[src/hw/sosc_consts.svh]
`ifndef SOSC_CONSTS_SVH
`define SOSC_CONSTS_SVH

// Number of reference outputs and their channel grouping.
`define SOSC_NUM_OUT 8
`define SOSC_CHAN_NUM 4

// Address fields: region picks the register kind, select picks the output.
`define SOSC_ADDR_REGION_HI 7
`define SOSC_ADDR_REGION_LO 5
`define SOSC_ADDR_SEL_HI 4
`define SOSC_ADDR_SEL_LO 2

// Register map, byte addresses on an 8-bit APB address.
`define SOSC_REGION_SRC 3'h0
`define SOSC_REGION_DRV 3'h1
`define SOSC_EN_ADDR 8'h40
`define SOSC_STAT_ADDR 8'h44
`define SOSC_BIAS_CFG_IDX 6'h19
`define SOSC_BIAS_CFG_ADDR {`SOSC_BIAS_CFG_IDX, 2'h0}

// Source and delay register fields.
`define SOSC_SRC_FINE_LO_HI 6
`define SOSC_SRC_FINE_LO_LO 5
`define SOSC_SRC_MUX 4
`define SOSC_SRC_COARSE_HI 3
`define SOSC_SRC_COARSE_LO 1
`define SOSC_SRC_FINE_HI 0
`define SOSC_SRC_MASK 8'h7F
`define SOSC_SRC_RST 8'h10
`define SOSC_SRC_MUX_RST 1'h1

// Driver state register fields.
`define SOSC_DRV_PD 7
`define SOSC_DRV_BIAS 5
`define SOSC_DRV_STYLE 4
`define SOSC_DRV_AMP_HI 3
`define SOSC_DRV_AMP_LO 2
`define SOSC_DRV_MASK 8'hBC
`define SOSC_DRV_RST 8'h00

// Enable register and global bias configuration.
`define SOSC_EN_RST 8'h00
`define SOSC_BIAS_TYPE_BIT 7
`define SOSC_BIAS_CFG_RST 1'h0

// Status register field positions.
`define SOSC_STAT_EN_LSB 0
`define SOSC_STAT_BIAS_LSB 8
`define SOSC_STAT_CHAN_LSB 16

`endif

[src/hw/sosc_pkg.sv]
`default_nettype none

package sosc_pkg;

  // Control bundle driven to one output path.
  typedef struct packed {
    logic src_sel;
    logic [2:0] coarse_dly;
    logic [2:0] fine_dly;
    logic power_down;
    logic lvpecl;
    logic [1:0] amp;
    logic bias_on;
    logic drive_en;
  } sosc_path_t;

  // Output positions; channel A holds three, B and C two, D one.
  typedef enum logic [2:0] {
    SOSC_A0 = 3'h0,
    SOSC_A1 = 3'h1,
    SOSC_A2 = 3'h2,
    SOSC_B0 = 3'h3,
    SOSC_B1 = 3'h4,
    SOSC_C0 = 3'h5,
    SOSC_C1 = 3'h6,
    SOSC_D = 3'h7
  } sosc_out_idx_t;

endpackage : sosc_pkg

`default_nettype wire

[src/hw/sosc_out_ctrl.sv]
`include "sosc_consts.svh"
`default_nettype none

module sosc_out_ctrl (
  // Clock and reset.
  input wire logic core_clk,
  input wire logic nrst,
  // Settings of this output.
  input wire logic [7:0] src_reg,
  input wire logic [7:0] drv_reg,
  input wire logic enable,
  input wire logic bias_type,
  // Control to the output path.
  output sosc_pkg::sosc_path_t path
);

  sosc_pkg::sosc_path_t path_r;
  sosc_pkg::sosc_path_t path_nxt;
  logic pd;

  assign pd = drv_reg[`SOSC_DRV_PD];

  // Power-down overrides format, enable and amplitude, so those are forced quiet.
  assign path_nxt.src_sel = src_reg[`SOSC_SRC_MUX];
  assign path_nxt.coarse_dly = src_reg[`SOSC_SRC_COARSE_HI:`SOSC_SRC_COARSE_LO];
  assign path_nxt.fine_dly = {src_reg[`SOSC_SRC_FINE_HI],
                              src_reg[`SOSC_SRC_FINE_LO_HI:`SOSC_SRC_FINE_LO_LO]};
  assign path_nxt.power_down = pd;
  assign path_nxt.lvpecl = ~pd & drv_reg[`SOSC_DRV_STYLE];
  assign path_nxt.amp = pd ? 2'h0 : drv_reg[`SOSC_DRV_AMP_HI:`SOSC_DRV_AMP_LO];
  assign path_nxt.bias_on = ~pd & drv_reg[`SOSC_DRV_BIAS] & bias_type;
  assign path_nxt.drive_en = ~pd & enable;

  // Registering keeps the analog controls glitch free across a register write.
  always_ff @(posedge core_clk or negedge nrst) begin
    if (!nrst) begin
      path_r <= '{src_sel: `SOSC_SRC_MUX_RST, default: '0};
    end else begin
      path_r <= path_nxt;
    end
  end

  assign path = path_r;

endmodule : sosc_out_ctrl

`default_nettype wire

[src/hw/sosc_top.sv]
// Functional notes
// - Eight identical output settings, channels A, B, C, D.
// - Source bit: 0 channel clock, 1 SYSREF; resets 1.
// - Coarse delay code times 169ps, resets 000.
// - Fine delay code 3 bits, split fields, resets 000.
// - Bias bit works only with global bias-type set.
// - Amplitude code 250mV to 1000mV, resets 00.
// - Power-down ignores format, enable and amplitude.
// - Format bit: 0 LVDS, 1 LVPECL; resets 0.
// - Enable 0 holds output low; resets 0.
`include "sosc_consts.svh"
`default_nettype none

module sosc_top (
  // Clock and reset.
  input wire logic core_clk,
  input wire logic nrst,
  // APB slave.
  input wire logic [7:0] paddr,
  input wire logic psel,
  input wire logic penable,
  input wire logic pwrite,
  input wire logic [31:0] pwdata,
  input wire logic [3:0] pstrb,
  output logic [31:0] prdata,
  output logic pready,
  output logic pslverr,
  // Output path controls, one bundle per output.
  output sosc_pkg::sosc_path_t [`SOSC_NUM_OUT-1:0] ref_path,
  // Per channel flag: some output sends SYSREF.
  output logic [`SOSC_CHAN_NUM-1:0] chan_sysref_active
);

  // Storage for the per-output settings and the shared bits.
  logic [7:0] src_r [`SOSC_NUM_OUT];
  logic [7:0] drv_r [`SOSC_NUM_OUT];
  logic [7:0] en_r;
  logic [7:0] en_nxt;
  logic bias_type_r;
  logic bias_type_nxt;

  // Bus answer registers.
  logic [31:0] prdata_r;
  logic [31:0] prdata_nxt;
  logic pslverr_r;
  logic pslverr_nxt;

  // Decode wires.
  logic setup_ph;
  logic access_wr;
  logic lane0_wr;
  logic [2:0] region;
  logic [2:0] reg_sel;
  logic hit_src;
  logic hit_drv;
  logic hit_en;
  logic hit_stat;
  logic hit_bias;
  logic hit_any;

  // Readback of the live path state and of the selected per-output setting registers.
  logic [`SOSC_NUM_OUT-1:0] drive_vec;
  logic [`SOSC_NUM_OUT-1:0] bias_vec;
  logic [`SOSC_NUM_OUT-1:0] sysref_vec;
  logic [31:0] stat_word;
  logic [7:0] src_sel_word;
  logic [7:0] drv_sel_word;

  // Address decode; every register occupies one aligned word.
  assign region = paddr[`SOSC_ADDR_REGION_HI:`SOSC_ADDR_REGION_LO];
  assign reg_sel = paddr[`SOSC_ADDR_SEL_HI:`SOSC_ADDR_SEL_LO];
  assign hit_src = (region == `SOSC_REGION_SRC) && (paddr[1:0] == 2'h0);
  assign hit_drv = (region == `SOSC_REGION_DRV) && (paddr[1:0] == 2'h0);
  assign hit_en = (paddr == `SOSC_EN_ADDR);
  assign hit_stat = (paddr == `SOSC_STAT_ADDR);
  assign hit_bias = (paddr == `SOSC_BIAS_CFG_ADDR);
  assign hit_any = hit_src | hit_drv | hit_en | hit_stat | hit_bias;

  // Phases of a transfer; writes land only at the access edge.
  assign setup_ph = psel & ~penable;
  assign access_wr = psel & penable & pwrite & hit_any;
  assign lane0_wr = access_wr & pstrb[0];

  // The slave never stretches the access phase.
  assign pready = 1'h1;

  // Per-output setting registers; the bank is eight identical copies.
  for (genvar i = 0; i < `SOSC_NUM_OUT; i++) begin : g_out
    logic src_we;
    logic drv_we;

    assign src_we = lane0_wr & hit_src & (reg_sel == 3'(i));
    assign drv_we = lane0_wr & hit_drv & (reg_sel == 3'(i));

    // Reserved bits are masked so they always read back as zero.
    always_ff @(posedge core_clk or negedge nrst) begin
      if (!nrst) begin
        src_r[i] <= `SOSC_SRC_RST;
      end else if (src_we) begin
        src_r[i] <= pwdata[7:0] & `SOSC_SRC_MASK;
      end
    end

    // Driver state resets powered up, LVDS, lowest amplitude, unbiased.
    always_ff @(posedge core_clk or negedge nrst) begin
      if (!nrst) begin
        drv_r[i] <= `SOSC_DRV_RST;
      end else if (drv_we) begin
        drv_r[i] <= pwdata[7:0] & `SOSC_DRV_MASK;
      end
    end

    // Enable bits run from A0 in the top bit down to D in bit 0.
    sosc_out_ctrl u_ctrl (
      .core_clk (core_clk),
      .nrst (nrst),
      .src_reg (src_r[i]),
      .drv_reg (drv_r[i]),
      .enable (en_r[`SOSC_NUM_OUT-1-i]),
      .bias_type (bias_type_r),
      .path (ref_path[i])
    );

    assign drive_vec[i] = ref_path[i].drive_en;
    assign bias_vec[i] = ref_path[i].bias_on;
    assign sysref_vec[i] = ref_path[i].drive_en & ref_path[i].src_sel;
  end

  // Shared enable register and global bias-type bit.
  assign en_nxt = (lane0_wr & hit_en) ? pwdata[7:0] : en_r;
  assign bias_type_nxt = (lane0_wr & hit_bias) ? pwdata[`SOSC_BIAS_TYPE_BIT] : bias_type_r;

  always_ff @(posedge core_clk or negedge nrst) begin
    if (!nrst) begin
      en_r <= `SOSC_EN_RST;
      bias_type_r <= `SOSC_BIAS_CFG_RST;
    end else begin
      en_r <= en_nxt;
      bias_type_r <= bias_type_nxt;
    end
  end

  // Channel flags follow the grouping A0..A2, B0..B1, C0..C1, D.
  assign chan_sysref_active[0] = sysref_vec[sosc_pkg::SOSC_A0] |
                                 sysref_vec[sosc_pkg::SOSC_A1] |
                                 sysref_vec[sosc_pkg::SOSC_A2];
  assign chan_sysref_active[1] = sysref_vec[sosc_pkg::SOSC_B0] |
                                 sysref_vec[sosc_pkg::SOSC_B1];
  assign chan_sysref_active[2] = sysref_vec[sosc_pkg::SOSC_C0] |
                                 sysref_vec[sosc_pkg::SOSC_C1];
  assign chan_sysref_active[3] = sysref_vec[sosc_pkg::SOSC_D];

  // Status word reflects what the paths are really doing, not the raw settings.
  assign stat_word = {12'h000, chan_sysref_active, bias_vec, drive_vec};

  // Selected per-output words for readback.
  assign src_sel_word = src_r[reg_sel];
  assign drv_sel_word = drv_r[reg_sel];

  // Read data is prepared in the setup cycle so it comes from a flip-flop
  // during the access cycle without costing a wait state.
  always_comb begin
    prdata_nxt = prdata_r;
    pslverr_nxt = pslverr_r;
    if (setup_ph) begin
      pslverr_nxt = ~hit_any;
      prdata_nxt = 32'h0000_0000;
      if (!pwrite) begin
        if (hit_src) begin
          prdata_nxt = {24'h00_0000, src_sel_word};
        end else if (hit_drv) begin
          prdata_nxt = {24'h00_0000, drv_sel_word};
        end else if (hit_en) begin
          prdata_nxt = {24'h00_0000, en_r};
        end else if (hit_stat) begin
          prdata_nxt = stat_word;
        end else if (hit_bias) begin
          prdata_nxt = {24'h00_0000, bias_type_r, 7'h00};
        end
      end
    end
  end

  // Bus answer flops.
  always_ff @(posedge core_clk or negedge nrst) begin
    if (!nrst) begin
      prdata_r <= 32'h0000_0000;
      pslverr_r <= 1'h0;
    end else begin
      prdata_r <= prdata_nxt;
      pslverr_r <= pslverr_nxt;
    end
  end

  // Error shows only in the access phase so an idle bus sees it low.
  assign prdata = prdata_r;
  assign pslverr = pslverr_r & psel & penable;

endmodule : sosc_top

`default_nettype wire

[config.mk]
export PLATFORM = sky130hd
export DESIGN_NAME = sosc_top
export DESIGN_NICKNAME = d
export VERILOG_FILES = /design/src/hw/sosc_pkg.sv /design/src/hw/sosc_out_ctrl.sv /design/src/hw/sosc_top.sv
export VERILOG_INCLUDE_DIRS = /design/src /design/src/hw
export SDC_FILE = /design/constraint.sdc
export NUM_CORES = 1
export LEC_CHECK = 0
export BUFFER_PORTS_ARGS = -buffer_cell sky130_fd_sc_hd__buf_2
export CAP_MARGIN = 20
export CORE_MARGIN = 2
export CORE_UTILIZATION = 30
export DETAILED_ROUTE_END_ITERATION = 10
export SYNTH_ARGS = -nofsm -noshare
export SYNTH_HDL_FRONTEND = slang
export SYNTH_SLANG_ARGS = --single-unit
[constraint.sdc]
create_clock -name core_clk -period 1.38 [get_ports core_clk]
set_input_delay 0.069 -clock core_clk [delete_from_list [all_inputs] [get_ports core_clk]]
set_output_delay 0.069 -clock core_clk [all_outputs]
set_load 0.1 [all_outputs]
# Yosys cells after proc, flatten, opt, wreduce, memory -nomap -nowiden
# Cells that the tools add are included.
# word_totals
ff_bits	242
in_bits	49
out_inout_bits	142
elab_cells	207
# classes
order_cmp	1
n_eq_ne	11
n_mux	20
bitwise_logic	86
reduce_logical	5
# op_table
op	n
2-to-1 mux 32 bit	4
AND 1 bit	67
binary-select mux 8 bit (select 3 bit)	2
2-to-1 mux 8 bit	5
== test 8 x 7 -> 1 bit, second input constant	3
2-to-1 mux 20 bit	1
2-to-1 mux 2 bit	8
== test 3 bit, second input constant	4
inverter 1 bit	10
OR 1 bit	8
== test 3 x 1 -> 1 bit, second input constant	2
== test 3 x 2 -> 1 bit, second input constant	2
logical NOT 3 bit	2
greater-or-equal comparator 4 bit, second input constant	1
inverter 3 -> 4 bit	1
logical AND 1 bit	2
logical NOT 2 bit	1

# Logic depth before layout (Yosys ltp)
# depth
depth_word	10
mapped_depth	6
depth_no_buf	4

# By module
# From an unflattened synthesis, not the netlist that was laid out.
# unflattened
hier_cells	589
area_unflattened_um2	8999.9
# modules_own_cells
module	instances	cells_each	area_per_inst_um2	seq_area_each_um2
sosc_top	1	445	6027.0	3163.0
sosc_out_ctrl	8	18	371.6	326.6

# Worst setup path after synthesis
# No wires, ideal clock.
# synth_path
path_type	flip-flop to flip-flop
start	register g_out[3].u_ctrl.path_r, in the netlist g_out[3].u_ctrl.path[0]
end	register prdata_r[17] (netlist: prdata[17])
setup_time_ps	69
arrival_time_ps	2053
required_time_ps	1311
setup_slack_ps	-743
path_stages_with_launch	3
path_buffers	0
synth_period_minus_slack_ps	2123
cell_sequence	dfrtp_1 -> a22o_1 -> a22o_1
# synth_via
elab_chain_len	7
# synth_lines
item	line_no	rtl
start, declared	sosc_out_ctrl.sv:17	sosc_pkg::sosc_path_t path_r;
start signal, assigned	sosc_out_ctrl.sv:39	path_r <= path_nxt;
AND 1 bit	sosc_top.sv:126	assign sysref_vec[i] = ref_path[i].drive_en & ref_path[i].src_sel;
OR 1 bit	sosc_top.sv:147	assign chan_sysref_active[1] = sysref_vec[sosc_pkg::SOSC_B0] |
net chan_sysref_active[1]	sosc_top.sv:31	output logic [`SOSC_CHAN_NUM-1:0] chan_sysref_active
2-to-1 mux 20 bit	sosc_top.sv:175	end else if (hit_stat) begin
2-to-1 mux 32 bit	sosc_top.sv:173	end else if (hit_en) begin
2-to-1 mux 32 bit	sosc_top.sv:171	end else if (hit_drv) begin
2-to-1 mux 32 bit	sosc_top.sv:169	if (hit_src) begin
2-to-1 mux 32 bit	sosc_top.sv:168	if (!pwrite) begin
end signal, assigned	sosc_top.sv:190	prdata_r <= prdata_nxt;
end, declared	sosc_top.sv:43	logic [31:0] prdata_r;
# The timed path passes the listed nets, and every way through them passes these cells.
# A chain may end at the register's enable or synchronous reset.

# Final worst setup path
# layout_path
start	register g_out[0].u_ctrl.path_r, in the netlist g_out[0].u_ctrl.path[0]
end	output chan_sysref_active[0]
# layout_via
elab_chain_len	3
# layout_lines
item	line_no	rtl
start, declared	sosc_out_ctrl.sv:17	
start signal, assigned	sosc_out_ctrl.sv:39	
AND 1 bit	sosc_top.sv:126	
OR 1 bit	sosc_top.sv:144	assign chan_sysref_active[0] = sysref_vec[sosc_pkg::SOSC_A0] |
OR 1 bit	sosc_top.sv:145	sysref_vec[sosc_pkg::SOSC_A1] |
end, declared	sosc_top.sv:31	
# Every way passes these cells.

==> flow_metrics.tcl <==
set metrics [dict create \
    status "complete, but fails checks" \
    violations "negative setup slack" \
    synth_cell_type_count 43 \
    ys_warn_count 0 \
    hold_start "paddr[4]" \
    dieWidth_um 175.1 \
    clkSinkCount 230 \
    fp-row-count 62 \
    postSynth.asyncResetShare_pct 100.0 \
    io_buffer_count 150 \
    drv_cap 0 \
    yosysSeqAreaShare_pct 65.73 \
    startpoint_type "flop" \
    slew_viol_final 0 \
    drt-total-wl_um 24620 \
    min_path_type "primary input to flop" \
    clk_pin_slew_worst_paths_ns 0.06 \
    die_area_um2 30680 \
    fin_util_pct 43.73 \
    worstReg2RegStart "src_r[53]" \
    clock_latency_ns 0.53 \
    synthFlopType "dfrtp_1" \
    critical_path.top_delay_family "flip-flops" \
    tns_ns -1.735 \
    area_delta_synth_final_pct 43.22 \
    htreeDepth 1 \
    grt_pass1_vias 6086 \
    hpwl_um 17610 \
    synth_area_leaders "dfrtp_1, mux2_2, mux4_2, dfstp_2, nor2b_1" \
    synth_common_cells "dfrtp_1, mux2_2, nor2b_1" \
    syn_area_um2 8787 \
    period_needed_ns 1.750 \
    grt_usage_pct 16.22 \
    final_hold_viol_count 0 \
    ioPinCount 191 \
    core_area_um2 28780 \
    timing.final.ws_setup_ns -0.3701 \
    cp.required_ns 1.31 \
    cts-root-buf "clkbuf_16" \
    setup_viol 20 \
    drc 0 \
    synthMostInstantiatedCell "dfrtp_1" \
    place.gp.congestion 0.8457 \
    criticalPathCategory "flop to output port" \
    drtIter0Drc 283 \
    critPathLaunch "g_out[0].u_ctrl.path[0]" \
    firstDrtPassIters 4 \
    nets 907 \
    slew_headroom_pct 58.67 \
    synth_top_area_share_pct 60.94 \
    num_vias 5738 \
    grt_max_degree 48 \
    drive_gt1_share_pct 59.41 \
    start_util_pct 30.53 \
    viasPerCell 4.547 \
    tritoncts "built" \
    clockBufferDepth 3 \
    antenna_found_initial 2 \
    synth-seq-cells 230 \
    crit_chain "a222oi_1 > inv_2 > buf_12" \
    grt_pass1_wl_um 37740 \
    power_leakage_nw 6.515 \
    vdd_ir_drop_max_mv 0.7342 \
    routedWlPerCell_um 19.51 \
    synth_top_area_cell "dfrtp_1" \
    fin_skew_ns 0.01929 \
    finalCritPeriodShare_pct 126.8 \
    grt-ovfl-total 0 \
    worstPathMaxFanout 2 \
    pwr_density_cell_nw_per_um2 1126 \
    slowest_delay_ns 0.49 \
    synth_cells 554 \
    synth_enable_flop_cells 0 \
    numCtsBuffers 25 \
    postRouteAntennaNets 0 \
    clock.fmax_ghz 0.5714 \
    n_fill_cell 2611 \
    cp.arrival_ns 1.68 \
    worst_pin_slew_ns 0.6179 \
    slowest_stage "dfrtp_4" \
    die_height_um 175.1 \
    critPathCaptureType "output port" \
    rsz0062_at_grt "yes" \
    synth.avg_cell_area_um2 15.86 \
    crit_buf_inv 2 \
]
path summary, 6_finish.rpt:
check                           cells past startpoint                      end  slack [ns]
worst min register to register                      0  g_out[7].u_ctrl.path[7]        0.42
max in group asynchronous                           3                src_r[16]        0.21
worst min-delay path                                3                drv_r[29]        0.09
worst max register to register                      4                prdata[5]       -0.13
worst max-delay path                                3    chan_sysref_active[0]       -0.37
min in group asynchronous                           3                src_r[46]        0.15
flip-flops by register name, summed over array words and instances, names as in the netlist:
name	count
g_out.u_ctrl.path	104
pslverr_r	1
drv_r	40
bias_type_r	1
src_r	56
prdata	20
en_r	8
cell families (layout without fill, tap and decap cells):
| logic type | after synthesis | after routing | synth area share (%) |
|---|---|---|---|
| other | 2 | 14 | 0.08547 |
| AO/OA/AOI/OAI | 34 | 34 | 3.133 |
| buffers and inverters | 36 | 348 | 2.207 |
| flip-flops | 230 | 230 | 65.73 |
| AND/OR/NAND/NOR | 106 | 106 | 7.475 |
| multiplexers | 146 | 146 | 21.37 |
cell type report:
type | instances | area [µm²] | area share, %
inverters | 1 | 3.754 | 0.02983
diodes | 1 | 2.502 | 0.01988
repair buffers | 301 | 2467 | 19.61
clock buffers | 34 | 709.4 | 5.637
well taps | 384 | 480.5 | 3.818
multi-input cells | 299 | 3028 | 24.06
clock inverters | 12 | 76.32 | 0.6065
flip-flops and latches | 230 | 5817 | 46.22
cells in the final DEF, fill, tap and decap left out, types with 4 or more instances in the layout:
cell	Yosys	routed
nor2b_1	34	34
a22o_1	14	12
mux2_4	0	20
buf_6	0	8
nand2_1	19	12
buf_2	8	64
mux4_2	22	22
mux2i_1	11	11
dfrtp_2	0	6
buf_12	0	25
clkbuf_8	0	5
nor2_2	3	4
clkbuf_1	12	4
conb_1	2	13
clkbuf_16	0	25
mux2_2	113	93
nor2_1	10	6
clkinv_2	0	7
nand2_2	0	4
dlygate4sd3_1	0	7
o2111ai_1	4	4
nand2b_1	5	5
dfstp_4	0	6
dfrtp_1	214	205
clkbuf_4	0	41
buf_4	13	155
and3b_1	8	8
dfstp_2	16	10
a22oi_1	4	4
tightest hold or removal path, stage by stage:
cell     delay [ns]
buf_2          0.15
nand3_2        0.18
mux2_2         0.17
through the flow:
step,power [mW],cells,hold slack (ns),instance area [µm²],setup WS [ns]
2_1_floorplan,7.509,565,-0.2266,9002,-0.2616
3_3_place_gp,7.922,1193,-0.03912,11300,-0.4271
3_5_place_dp,7.929,1193,-0.03703,11300,-0.4718
4_1_cts,14.34,1255,0.07144,12410,-0.4009
5_1_grt,14.71,1262,0.08685,12580,-0.4708
6_report,14.17,1262,0.08809,12580,-0.3701
power by group:
group | internal [mW] | switching [mW]
sequential | 6.80 | 0.0286
clock | 3.62 | 2.72
combinational | 0.274 | 0.730
total | 10.7 | 3.48
per-layer routing:
| layer | GRT usage [%] | part of all wire [%] |
|---|---|---|
| met5 | 0 | 0.053 |
| met4 | 3.993 | 1.7 |
| met3 | 2.785 | 5.8 |
| met1 | 23.10 | 45 |
| met2 | 25.80 | 47 |
repair_timing:
action | in CTS | in global routing
resized for setup | 61 | 48
gates cloned | 0 | 0
buffers inserted | 9 | 6
hold buffers | 7 | 0
endpoints found under the setup margin | 49 | 62
endpoints found under the hold margin | 267 | 0
pin swaps | 13 | 2
Note: power is estimated with default switching activity, not from simulation.
